`config.mk`:
```
export PLATFORM = sky130hd
export DESIGN_NAME = acx_core
export DESIGN_NICKNAME = d
export VERILOG_FILES = /design/src/acx_pkg.sv /design/src/acx_alu.sv /design/src/acx_core.sv
export SDC_FILE = /design/constraint.sdc
export NUM_CORES = 2
export LEC_CHECK = 0
export BUFFER_PORTS_ARGS = -buffer_cell sky130_fd_sc_hd__buf_2
export CORE_UTILIZATION = 35
export CTS_CLUSTER_SIZE = 14
export DETAILED_ROUTE_END_ITERATION = 12
export PLACE_DENSITY = 0.46
export SLEW_MARGIN = 20
export SYNTH_ARGS = -nofsm -noshare
export SYNTH_HDL_FRONTEND = slang
export SYNTH_SLANG_ARGS = --single-unit
```
`constraint.sdc`:
```
create_clock -name i_clk -period 19.1 [get_ports i_clk]
set_clock_uncertainty 0.05 [all_clocks]
set_input_delay 1.91 -clock i_clk [delete_from_list [all_inputs] [get_ports i_clk]]
set_output_delay 1.91 -clock i_clk [all_outputs]
set_load 0.05 [all_outputs]
```
`src/acx_pkg.sv`:
```
// Purpose: Shared constants, types and opcode decoding for the accumulator execution block
// Assumes: One oscillator clock per i_clk edge; APB data 32 bits wide
// Notes: Byte addresses of the APB register window and file register numbers live here

package acx_pkg;

  // ----------------------------------------------------------------
  // APB register byte addresses
  // ----------------------------------------------------------------
  localparam logic [11:0] ADDR_INSTR = 12'h000;
  localparam logic [11:0] ADDR_ACC = 12'h004;
  localparam logic [11:0] ADDR_FLAGS = 12'h008;
  localparam logic [11:0] ADDR_CFG = 12'h00c;
  localparam logic [11:0] ADDR_STAT = 12'h010;
  localparam logic [11:0] ADDR_TIMER = 12'h014;
  localparam logic [11:0] ADDR_PRESC = 12'h018;
  localparam logic [11:0] ADDR_IPTR = 12'h01c;
  localparam logic [2:0] FILE_WIN_TOP = 3'h1;

  // ----------------------------------------------------------------
  // File register numbers with special meaning
  // ----------------------------------------------------------------
  localparam logic [6:0] FILE_TIMER = 7'h01;
  localparam logic [6:0] FILE_IPTR = 7'h02;
  localparam logic [6:0] FILE_FLAGS = 7'h03;
  localparam logic [6:0] FILE_PORT = 7'h06;

  // ----------------------------------------------------------------
  // Field positions
  // ----------------------------------------------------------------
  localparam int FLAG_C = 0;
  localparam int FLAG_DC = 1;
  localparam int FLAG_Z = 2;
  localparam int CFG_PSA = 0;
  localparam int STAT_BUSY = 0;
  localparam int STAT_NOP = 1;

  // ----------------------------------------------------------------
  // Timing
  // ----------------------------------------------------------------
  localparam int OSC_PER_INSTR = 4;
  localparam logic [1:0] LAST_PHASE = 2'(OSC_PER_INSTR - 1);

  // ----------------------------------------------------------------
  // Types
  // ----------------------------------------------------------------
  typedef enum logic [1:0] {
    ST_IDLE = 2'b00,
    ST_EXEC = 2'b01,
    ST_NOP = 2'b11
  } acx_state_t;

  typedef enum logic [2:0] {
    OP_NONE = 3'h0,
    OP_ADD_IMM = 3'h1,
    OP_AND_IMM = 3'h2,
    OP_ADD_REG = 3'h3,
    OP_AND_REG = 3'h4
  } acx_op_t;

  typedef struct packed {
    acx_state_t state;
    logic [1:0] phase;
    logic [1:0] tick;
    logic [13:0] instr;
    logic [7:0] acc;
    logic c;
    logic dc;
    logic z;
    logic psa;
    logic [7:0] presc;
    logic [7:0] timer;
    logic [7:0] iptr;
    logic [7:0] port_latch;
    logic [7:0] pin_meta;
    logic [7:0] pin_sync;
    logic [31:0] prdata;
    logic pready;
    logic pslverr;
  } acx_regs_t;

  localparam acx_regs_t REGS_RST = '0;

  // ----------------------------------------------------------------
  // Opcode decoding
  // ----------------------------------------------------------------
  function automatic acx_op_t acx_decode(input logic [13:0] word);
    acx_op_t op;
    op = OP_NONE;
    if (word[13:9] == 5'h1f)
    begin
      op = OP_ADD_IMM;
    end
    else if (word[13:8] == 6'h39)
    begin
      op = OP_AND_IMM;
    end
    else if (word[13:8] == 6'h07)
    begin
      op = OP_ADD_REG;
    end
    else if (word[13:8] == 6'h05)
    begin
      op = OP_AND_REG;
    end
    return op;
  endfunction : acx_decode

endpackage : acx_pkg

```
`src/acx_alu.sv`:
```
// Purpose: Byte adder and AND unit with carry, nibble carry and zero results
// Assumes: Purely combinational; the caller registers the outputs
// Notes: Carry out of bit 7 and out of bit 3 come from one 9-bit and one 5-bit sum
`timescale 1ns/1ps
`default_nettype none

module acx_alu (
  // Operation select
  input wire logic i_add,
  // Operands
  input wire logic [7:0] i_a,
  input wire logic [7:0] i_b,
  // Results
  output logic [7:0] o_res,
  output logic o_c,
  output logic o_dc,
  output logic o_z
);

  logic [8:0] sum;
  logic [4:0] low_sum;

  always_comb
  begin
    sum = {1'b0, i_a} + {1'b0, i_b};
    low_sum = {1'b0, i_a[3:0]} + {1'b0, i_b[3:0]};
    o_res = i_add ? sum[7:0] : (i_a & i_b);
    o_c = sum[8];
    o_dc = low_sum[4];
    o_z = (o_res == 8'h00);
  end

endmodule : acx_alu

`default_nettype wire

```
`src/acx_core.sv`:
```
// Purpose: Execution of add/AND immediate and add/AND file register instructions behind APB
// Assumes: Pin levels arrive asynchronously; i_clk is the oscillator
// Notes: Software writes an opcode to the instruction register; the block runs it in four clocks, eight when it writes the pointer
`timescale 1ns/1ps
`default_nettype none

module acx_core (
  // Clock and reset
  input wire logic i_clk,
  input wire logic i_rst_n,
  // APB slave
  input wire logic i_psel,
  input wire logic i_penable,
  input wire logic i_pwrite,
  input wire logic [11:0] i_paddr,
  input wire logic [31:0] i_pwdata,
  output logic [31:0] o_prdata,
  output logic o_pready,
  output logic o_pslverr,
  // Port pins and latch
  input wire logic [7:0] i_pin_levels,
  output logic [7:0] o_port_latch,
  // Program flow
  output logic [7:0] o_instr_ptr
);
  import acx_pkg::*;

  // ----------------------------------------------------------------
  // State and memory
  // ----------------------------------------------------------------
  acx_regs_t st;
  acx_regs_t next_st;
  logic [7:0] file_ram [0:127];
  logic ram_we;
  logic [6:0] ram_addr;
  logic [7:0] ram_wdata;

  acx_op_t op;
  logic [6:0] fa;
  logic dbit;
  logic is_add;
  logic is_imm;
  logic to_file;
  logic pc_hit;
  logic commit;
  logic [7:0] operand;
  logic [7:0] alu_res;
  logic alu_c;
  logic alu_dc;
  logic alu_z;
  logic access;
  logic done;
  logic in_win;
  logic [6:0] win_idx;
  logic busy;

  // File register read, shared by the instruction operand and the APB window
  function automatic logic [7:0] rd_file(input logic [6:0] a);
    logic [7:0] v;
    v = file_ram[a];
    if (a == FILE_TIMER)
    begin
      v = st.timer;
    end
    else if (a == FILE_IPTR)
    begin
      v = st.iptr;
    end
    else if (a == FILE_FLAGS)
    begin
      v = {5'h00, st.z, st.dc, st.c};
    end
    else if (a == FILE_PORT)
    begin
      v = st.pin_sync;
    end
    return v;
  endfunction : rd_file

  // ----------------------------------------------------------------
  // Datapath
  // ----------------------------------------------------------------
  acx_alu u_alu (
    .i_add(is_add),
    .i_a(st.acc),
    .i_b(operand),
    .o_res(alu_res),
    .o_c(alu_c),
    .o_dc(alu_dc),
    .o_z(alu_z)
  );

  always_comb
  begin
    op = acx_decode(st.instr);
    fa = st.instr[6:0];
    dbit = st.instr[7];
    is_add = (op == OP_ADD_IMM) || (op == OP_ADD_REG);
    is_imm = (op == OP_ADD_IMM) || (op == OP_AND_IMM);
    operand = is_imm ? st.instr[7:0] : rd_file(fa);
    to_file = !is_imm && (op != OP_NONE) && dbit;
    pc_hit = to_file && (fa == FILE_IPTR);
    commit = (st.state == ST_EXEC) && (st.phase == LAST_PHASE);
    busy = (st.state != ST_IDLE);
    access = i_psel && i_penable;
    done = access && st.pready;
    in_win = (i_paddr[11:9] == FILE_WIN_TOP) && (i_paddr[1:0] == 2'b00);
    win_idx = i_paddr[8:2];
  end

  // ----------------------------------------------------------------
  // Next state
  // ----------------------------------------------------------------
  always_comb
  begin
    next_st = st;
    ram_we = 1'b0;
    ram_addr = fa;
    ram_wdata = alu_res;
    next_st.pin_meta = i_pin_levels;
    next_st.pin_sync = st.pin_meta;

    // Timer runs once per instruction cycle, through the prescaler when assigned
    next_st.tick = st.tick + 2'd1;
    if (st.tick == LAST_PHASE)
    begin
      if (st.psa)
      begin
        next_st.presc = st.presc + 8'h01;
        if (st.presc == 8'hff)
        begin
          next_st.timer = st.timer + 8'h01;
        end
      end
      else
      begin
        next_st.timer = st.timer + 8'h01;
      end
    end

    // Instruction sequencing
    if (busy)
    begin
      next_st.phase = st.phase + 2'd1;
    end
    if (commit)
    begin
      next_st.phase = 2'd0;
      if (to_file)
      begin
        if (fa == FILE_TIMER)
        begin
          next_st.timer = alu_res;
          if (st.psa)
          begin
            next_st.presc = 8'h00;
          end
        end
        else if (fa == FILE_FLAGS)
        begin
          next_st.c = alu_res[FLAG_C];
          next_st.dc = alu_res[FLAG_DC];
        end
        else if (fa == FILE_PORT)
        begin
          next_st.port_latch = alu_res;
        end
        else if (fa != FILE_IPTR)
        begin
          ram_we = 1'b1;
        end
      end
      else if (op != OP_NONE)
      begin
        next_st.acc = alu_res;
      end
      if (op != OP_NONE)
      begin
        next_st.z = alu_z;
        if (is_add)
        begin
          next_st.c = alu_c;
          next_st.dc = alu_dc;
        end
      end
      if (pc_hit)
      begin
        next_st.iptr = alu_res;
        next_st.state = ST_NOP;
      end
      else
      begin
        next_st.iptr = st.iptr + 8'h01;
        next_st.state = ST_IDLE;
      end
    end
    else if ((st.state == ST_NOP) && (st.phase == LAST_PHASE))
    begin
      next_st.phase = 2'd0;
      next_st.state = ST_IDLE;
    end

    // APB: one wait state, then the answer
    next_st.pready = access && !st.pready;
    if (access && !st.pready)
    begin
      next_st.pslverr = 1'b0;
      next_st.prdata = 32'h0000_0000;
      if (in_win)
      begin
        next_st.prdata = {24'h00_0000, rd_file(win_idx)};
        next_st.pslverr = i_pwrite && busy;
      end
      else if (i_paddr == ADDR_INSTR)
      begin
        next_st.prdata = {18'h0_0000, st.instr};
        next_st.pslverr = i_pwrite && busy;
      end
      else if (i_paddr == ADDR_ACC)
      begin
        next_st.prdata = {24'h00_0000, st.acc};
        next_st.pslverr = i_pwrite && busy;
      end
      else if (i_paddr == ADDR_FLAGS)
      begin
        next_st.prdata = {29'h0000_0000, st.z, st.dc, st.c};
        next_st.pslverr = i_pwrite && busy;
      end
      else if (i_paddr == ADDR_CFG)
      begin
        next_st.prdata = {31'h0000_0000, st.psa};
      end
      else if (i_paddr == ADDR_STAT)
      begin
        next_st.prdata = {30'h0000_0000, st.state == ST_NOP, busy};
        next_st.pslverr = i_pwrite;
      end
      else if (i_paddr == ADDR_TIMER)
      begin
        next_st.prdata = {24'h00_0000, st.timer};
        next_st.pslverr = i_pwrite && busy;
      end
      else if (i_paddr == ADDR_PRESC)
      begin
        next_st.prdata = {24'h00_0000, st.presc};
        next_st.pslverr = i_pwrite;
      end
      else if (i_paddr == ADDR_IPTR)
      begin
        next_st.prdata = {24'h00_0000, st.iptr};
        next_st.pslverr = i_pwrite && busy;
      end
      else
      begin
        next_st.pslverr = 1'b1;
      end
    end
    if (done && i_pwrite && !st.pslverr)
    begin
      if (in_win)
      begin
        if (win_idx == FILE_TIMER)
        begin
          next_st.timer = i_pwdata[7:0];
          if (st.psa)
          begin
            next_st.presc = 8'h00;
          end
        end
        else if (win_idx == FILE_IPTR)
        begin
          next_st.iptr = i_pwdata[7:0];
        end
        else if (win_idx == FILE_FLAGS)
        begin
          next_st.c = i_pwdata[FLAG_C];
          next_st.dc = i_pwdata[FLAG_DC];
          next_st.z = i_pwdata[FLAG_Z];
        end
        else if (win_idx == FILE_PORT)
        begin
          next_st.port_latch = i_pwdata[7:0];
        end
        else
        begin
          ram_we = 1'b1;
          ram_addr = win_idx;
          ram_wdata = i_pwdata[7:0];
        end
      end
      else if (i_paddr == ADDR_INSTR)
      begin
        next_st.instr = i_pwdata[13:0];
        next_st.state = ST_EXEC;
        next_st.phase = 2'd0;
      end
      else if (i_paddr == ADDR_ACC)
      begin
        next_st.acc = i_pwdata[7:0];
      end
      else if (i_paddr == ADDR_FLAGS)
      begin
        next_st.c = i_pwdata[FLAG_C];
        next_st.dc = i_pwdata[FLAG_DC];
        next_st.z = i_pwdata[FLAG_Z];
      end
      else if (i_paddr == ADDR_CFG)
      begin
        next_st.psa = i_pwdata[CFG_PSA];
      end
      else if (i_paddr == ADDR_TIMER)
      begin
        next_st.timer = i_pwdata[7:0];
      end
      else if (i_paddr == ADDR_IPTR)
      begin
        next_st.iptr = i_pwdata[7:0];
      end
    end
  end

  // ----------------------------------------------------------------
  // Registers
  // ----------------------------------------------------------------
  always_ff @(posedge i_clk)
  begin
    if (!i_rst_n)
    begin
      st <= REGS_RST;
    end
    else
    begin
      st <= next_st;
    end
  end

  always_ff @(posedge i_clk)
  begin
    if (ram_we)
    begin
      file_ram[ram_addr] <= ram_wdata;
    end
  end

  always_comb
  begin
    o_prdata = st.prdata;
    o_pready = st.pready;
    o_pslverr = st.pslverr;
    o_port_latch = st.port_latch;
    o_instr_ptr = st.iptr;
  end
endmodule : acx_core

`default_nettype wire

```
## After elaboration in Yosys (flattened, before gate mapping)

Memory sizes are Yosys's and may differ from the RTL's. A register that Yosys moved wholly into a read port is not among the register bits.
Index checks and enable logic that the tools add are counted.

- Add/subtract/negate cells: 7
- $lt $le $gt $ge: 0
- Bitwise operators: 5
- Equal/unequal tests: 29
- Reduce and logical (&&, ||, !) cells: 24
- Shift-type cells: 0
- Divide/modulo/power cells: 0
- Mux-type cells: 118
- Multipliers: 0

Operator list:

| kind | number |
|---|---|
| 8-bit 2-to-1 mux | 46 |
| 16-bit 2-to-1 mux | 10 |
| 7-bit 2-to-1 mux | 8 |
| 12-bit by 5-bit == test with 1-bit output, second input constant | 4 |
| 44-bit 2-to-1 mux | 1 |
| 32-bit 2-to-1 mux | 1 |
| 3-bit 2-to-1 mux | 10 |
| 7-bit by 2-bit == test with 1-bit output, second input constant | 4 |
| 14-bit 2-to-1 mux | 2 |
| 1-bit 2-to-1 mux | 26 |
| 8-bit by 1-bit adder with 8-bit output, second input constant | 3 |
| 12-bit by 4-bit == test with 1-bit output, second input constant | 2 |
| 4-bit 2-to-1 mux | 6 |
| 7-bit by 1-bit == test with 1-bit output, second input constant | 2 |
| 7-bit by 3-bit == test with 1-bit output, second input constant | 2 |
| 12-bit by 3-bit == test with 1-bit output, second input constant | 1 |
| 6-bit by 3-bit == test with 1-bit output, second input constant | 2 |
| 1-bit logical AND | 12 |
| 12-bit logical NOT | 1 |
| 12-bit 2-to-1 mux | 1 |
| 2-bit 2-to-1 mux | 6 |
| 11-bit 2-to-1 mux | 1 |
| 8-bit by 8-bit adder with 9-bit output | 1 |
| 8-bit AND | 1 |
| other kinds (19) | 30 |

- Input bits: 57
- ROM bits: 0
- Bits in registers: 114
- Bits in writable memories: 1024
- Bits in latches: 0
- Output and inout port bits: 50
- Logic and storage cells: 202
- Memories: 1

Memories:

| memory | words | bits a word | rd ports | clocked after Yosys merged registers in | wr ports | line | source |
|---|---|---|---|---|---|---|---|
| file_ram | 128 | 8 | 2 | 1 | 1 | acx_core.sv:33 | `logic [7:0] file_ram [0:127];` |

## Longest topological paths before layout

- Word-level depth: 23
- Depth in mapped cells: 19
- Gate-level depth less buffers: 16

## By module

From an unflattened synthesis, not the netlist that was laid out.

- Cell total of the unflattened synthesis: 3279
- Area, all modules: 55291.8 um^2

Modules (own cells, without submodules):

| module | seq. area each (um^2) | instances | area an instance (um^2) | cells an instance |
|---|---|---|---|---|
| acx_core | 32811.5 | 1 | 54758.8 | 3209 |
| acx_alu | 0.0 | 1 | 533.0 | 70 |

## Worst setup path before layout

Ideal clock, no wire load.

- Kind: register to register
- Start: register with a tool-made name
- End: memory file_ram[0][2], data pin
- Path buffers: 4
- Setup slack: 9.407 ns
- Clock period less this slack: 9.693 ns
- Library setup time: 1.198 ns
- Required time: 17.852 ns
- Stages on the path, launching flop included: 16
- Arrival time: 8.445 ns
- Path through: dfxtp_1 -> buf_2 -> buf_6 -> buf_2 -> buf_2 -> mux4_2 -> a22oi_1 -> nand2_1 -> a211o_1 -> a22oi_1 -> a221oi_1 -> ha_1 -> fa_1 -> xor2_1 -> mux2i_1 -> o21ai_0

RTL lines:

| item | line |
|---|---|
| end, declared | acx_core.sv:33 |

==> impl_metrics.json <==
{
  "status": "complete, but fails checks",
  "violations": "design-rule violations",
  "grt_pass1_vias": 32761,
  "cts_buffers": 121,
  "path_clk_slew_ps": 60,
  "ys.warnings.count": 0,
  "period_needed_ps": 9040,
  "slew_violations": 0,
  "seq_area_frac_synth": 0.601,
  "max-cap-violations": 0,
  "worst_slew_pin_slew_ps": 1160,
  "fillerInstances": 13946,
  "worst-path-max-fanout": 73,
  "critPathRequiredTime_ps": 19470,
  "gp_congestion": 0.920,
  "grt_pass1_wl_um": 260000,
  "cts_sinks": 1127,
  "slowest_delay_ps": 830,
  "htree_levels": 3,
  "fin_crit_sh": 0.473,
  "reg2regPathDepth": 20,
  "synth_cell_types": 82,
  "ys_seq_elements": 1127,
  "io_buffers": 70,
  "num_rows": 144,
  "cp_common_cell": "buf_4",
  "internal_power_mw": 4.05,
  "syn_area_sq_um": 54600,
  "via_count": 32476,
  "yosys_most_used_dff": "edfxtp_1",
  "ir_drop_uv": 73.7,
  "overflow": 0,
  "worstPathArrival_ps": 9410,
  "die_x_um": 397,
  "synth-edff-count": 1024,
  "hold_buffers": 0,
  "rsz0062_at_grt": "no",
  "switching_share": 0.220,
  "fmax_ghz": 0.111,
  "relSlewSlack": 0.221,
  "grt_start_max_net_pins": 120,
  "cts_tree": "built",
  "hp-class": "flop to flop",
  "path_class": "flop to flop",
  "cpLargestDelayFamily": "compound AO/OA/AOI/OAI gates",
  "antenna_left": 0,
  "die_area_sq_um": 158000,
  "p_sw_mw": 1.14,
  "endpoint": "file_ram[66][6]",
  "area_delta_synth_final_pct": 11.4,
  "clkPwrFrac": 0.452,
  "power.share.combinational": 0.037,
  "worst-path-buf-inv": 4,
  "grt_use_total": 0.235,
  "cts_root_buf": "clkbuf_16",
  "leakagePower_nw": 18.6,
  "post-place-ws_ps": 10100,
  "synth_area_per_cell_sq_um": 17.1,
  "avgRoutedWirePerCell_um": 34.7,
  "pwr-share-seq": 0.512,
  "clock_path_buffers": 3,
  "critPathSlowestCell": "o21ai_0",
  "viasPerCell": 6.06,
  "r2r_end": "file_ram[66][6]",
  "setup_viol": 0,
  "powerDensity_nw_per_um2": 85.5,
  "drc": 17,
  "clk_latency_ps": 770,
  "drt_iter0_drc": 3613,
  "path_depth": 20,
  "antennaDiodeCount": 0,
  "initial_core_util": 0.354,
  "drive_gt1_frac": 0.292,
  "core-area_sq_um": 154000,
  "dp_hpwl_um": 121000,
  "worstSetupEndpointType": "flop",
  "postCtsSetupRepairBufs": 0,
  "ios": 107,
  "setup_tns_ps": 0,
  "num-nets-final": 3279,
  "die_h_um": 397,
  "layout_setup_ws_ps": 10060,
  "dr.pass1.iters": 11,
  "grt_antenna_before_repair": 8,
  "async_reset_ff_frac": 0,
  "routed_wl_um": 186000,
  "syn_inst": 3187,
  "hold_violations": 0,
  "crit_path_cell_trace": "buf_4 > buf_12 > mux4_2 > a22o_1 > a221oi_1 > o22ai_1 > a211o_1 > a22oi_1 > a221oi_1 > ha_1 > fa_1 > a21o_1 > a21oi_1 > o21ai_0 > xnor2_1 > o21ai_0 > nor2_1 > nor2_4 > buf_4 > buf_4",
  "regToRegSetupSlack_ps": 10060,
  "startpoint_type": "flop",
  "cts_resized": 0
}
[worst min-delay path by stage]
stage                  from      end  slack [ps]  depth (start not counted)
CTS                 st[108]  st[108]         380                          1
global route        st[108]  st[108]         400                          1
finish              st[108]  st[108]         380                          1
global placement    st[108]  st[108]         370                          1
floorplan           st[108]  st[108]         350                          1
detailed placement  st[108]  st[108]         370                          1
[synth_stat cells (32+ instances only)]
| cell type | n | area share |
|---|---|---|
| o22ai_1 | 32 | 0.0037 |
| nor2_1 | 216 | 0.015 |
| clkbuf_1 | 110 | 0.0076 |
| o21ai_0 | 70 | 0.0064 |
| a22oi_1 | 42 | 0.0058 |
| mux2i_1 | 70 | 0.013 |
| buf_4 | 76 | 0.010 |
| nand2_1 | 180 | 0.012 |
| edfxtp_1 | 1024 | 0.56 |
| a21oi_1 | 109 | 0.010 |
| nand3_1 | 59 | 0.0054 |
| dfxtp_1 | 103 | 0.038 |
| buf_2 | 74 | 0.0068 |
| mux4_2 | 578 | 0.24 |
[sequential cells by signal, indices dropped and copies added (netlist names), named ones only]
name and count:
next_st 8, o_pready 1, o_port_latch 8, dbit 1
o_pslverr 1, o_prdata 14, st 48, file_ram 1024
o_instr_ptr 8, fa 7
[cell usage in the layout, fill, tap and decap left out, types with 42 or more instances in the layout]
cell type,count
mux4_2,578
conb_1,50
buf_4,57
clkbuf_16,124
o21ai_0,69
a21oi_1,105
edfxtp_1,1024
mux2i_1,68
nand3_1,59
dfxtp_1,99
buf_2,67
nand2_1,177
nor2_1,206
a22oi_1,42
[kinds of logic after synthesis]
logic type                 share of synthesized area
AOI/OAI and AO/OA                             0.0529
xor gates and xnor gates                     0.00225
adders and majority gates                    0.00358
buffers and inverters                         0.0291
DFF                                            0.601
muxes                                          0.256
other                                      0.0000687
and+or+nand+nor                               0.0550
[layout make-up]
class	instances	area (sq um)	share of cell area
clock buffer	148	3190	0.0525
clock inverter	79	699	0.0115
multi-input combinational	1805	20500	0.338
sequential	1127	32800	0.540
timing repair buffer	133	925	0.0152
inverter	19	76.3	0.00126
tap	2044	2560	0.0421
[metrics by stage]
step                      power (mW)  hold WS, ps  cells   util  cell area (sq um)
after floorplan                 2.84          349   3236      -              54800
after global placement          2.90          369   5128  0.368              56900
after detailed placement        2.90          371   5128  0.368              56900
after CTS                       5.24          380   5355  0.394              60800
after global routing            5.33          395   5355  0.394              60800
final                           5.20          377   5355  0.394              60800
[layer usage]
layer / vias to the layer above / GRT usage / wire length (um)
li1: 13263 / - / -
met1: 17563 / 0.327 / 78600
met2: 1400 / 0.376 / 88800
met3: 248 / 0.0386 / 12700
met4: 2 / 0.0745 / 5790
met5: - / 0 / 13
[power groups by stage]
stage | sequential [mW] | clock (mW) | combinational [mW]
6_report | 2.66 | 2.35 | 0.190
5_1_grt | 2.66 | 2.47 | 0.198
4_1_cts | 2.66 | 2.39 | 0.191
3_5_place_dp | 2.71 | 0 | 0.191
3_3_place_gp | 2.71 | 0 | 0.190
2_1_floorplan | 2.71 | 0 | 0.128
Note: power is estimated with default switching activity, not from simulation.
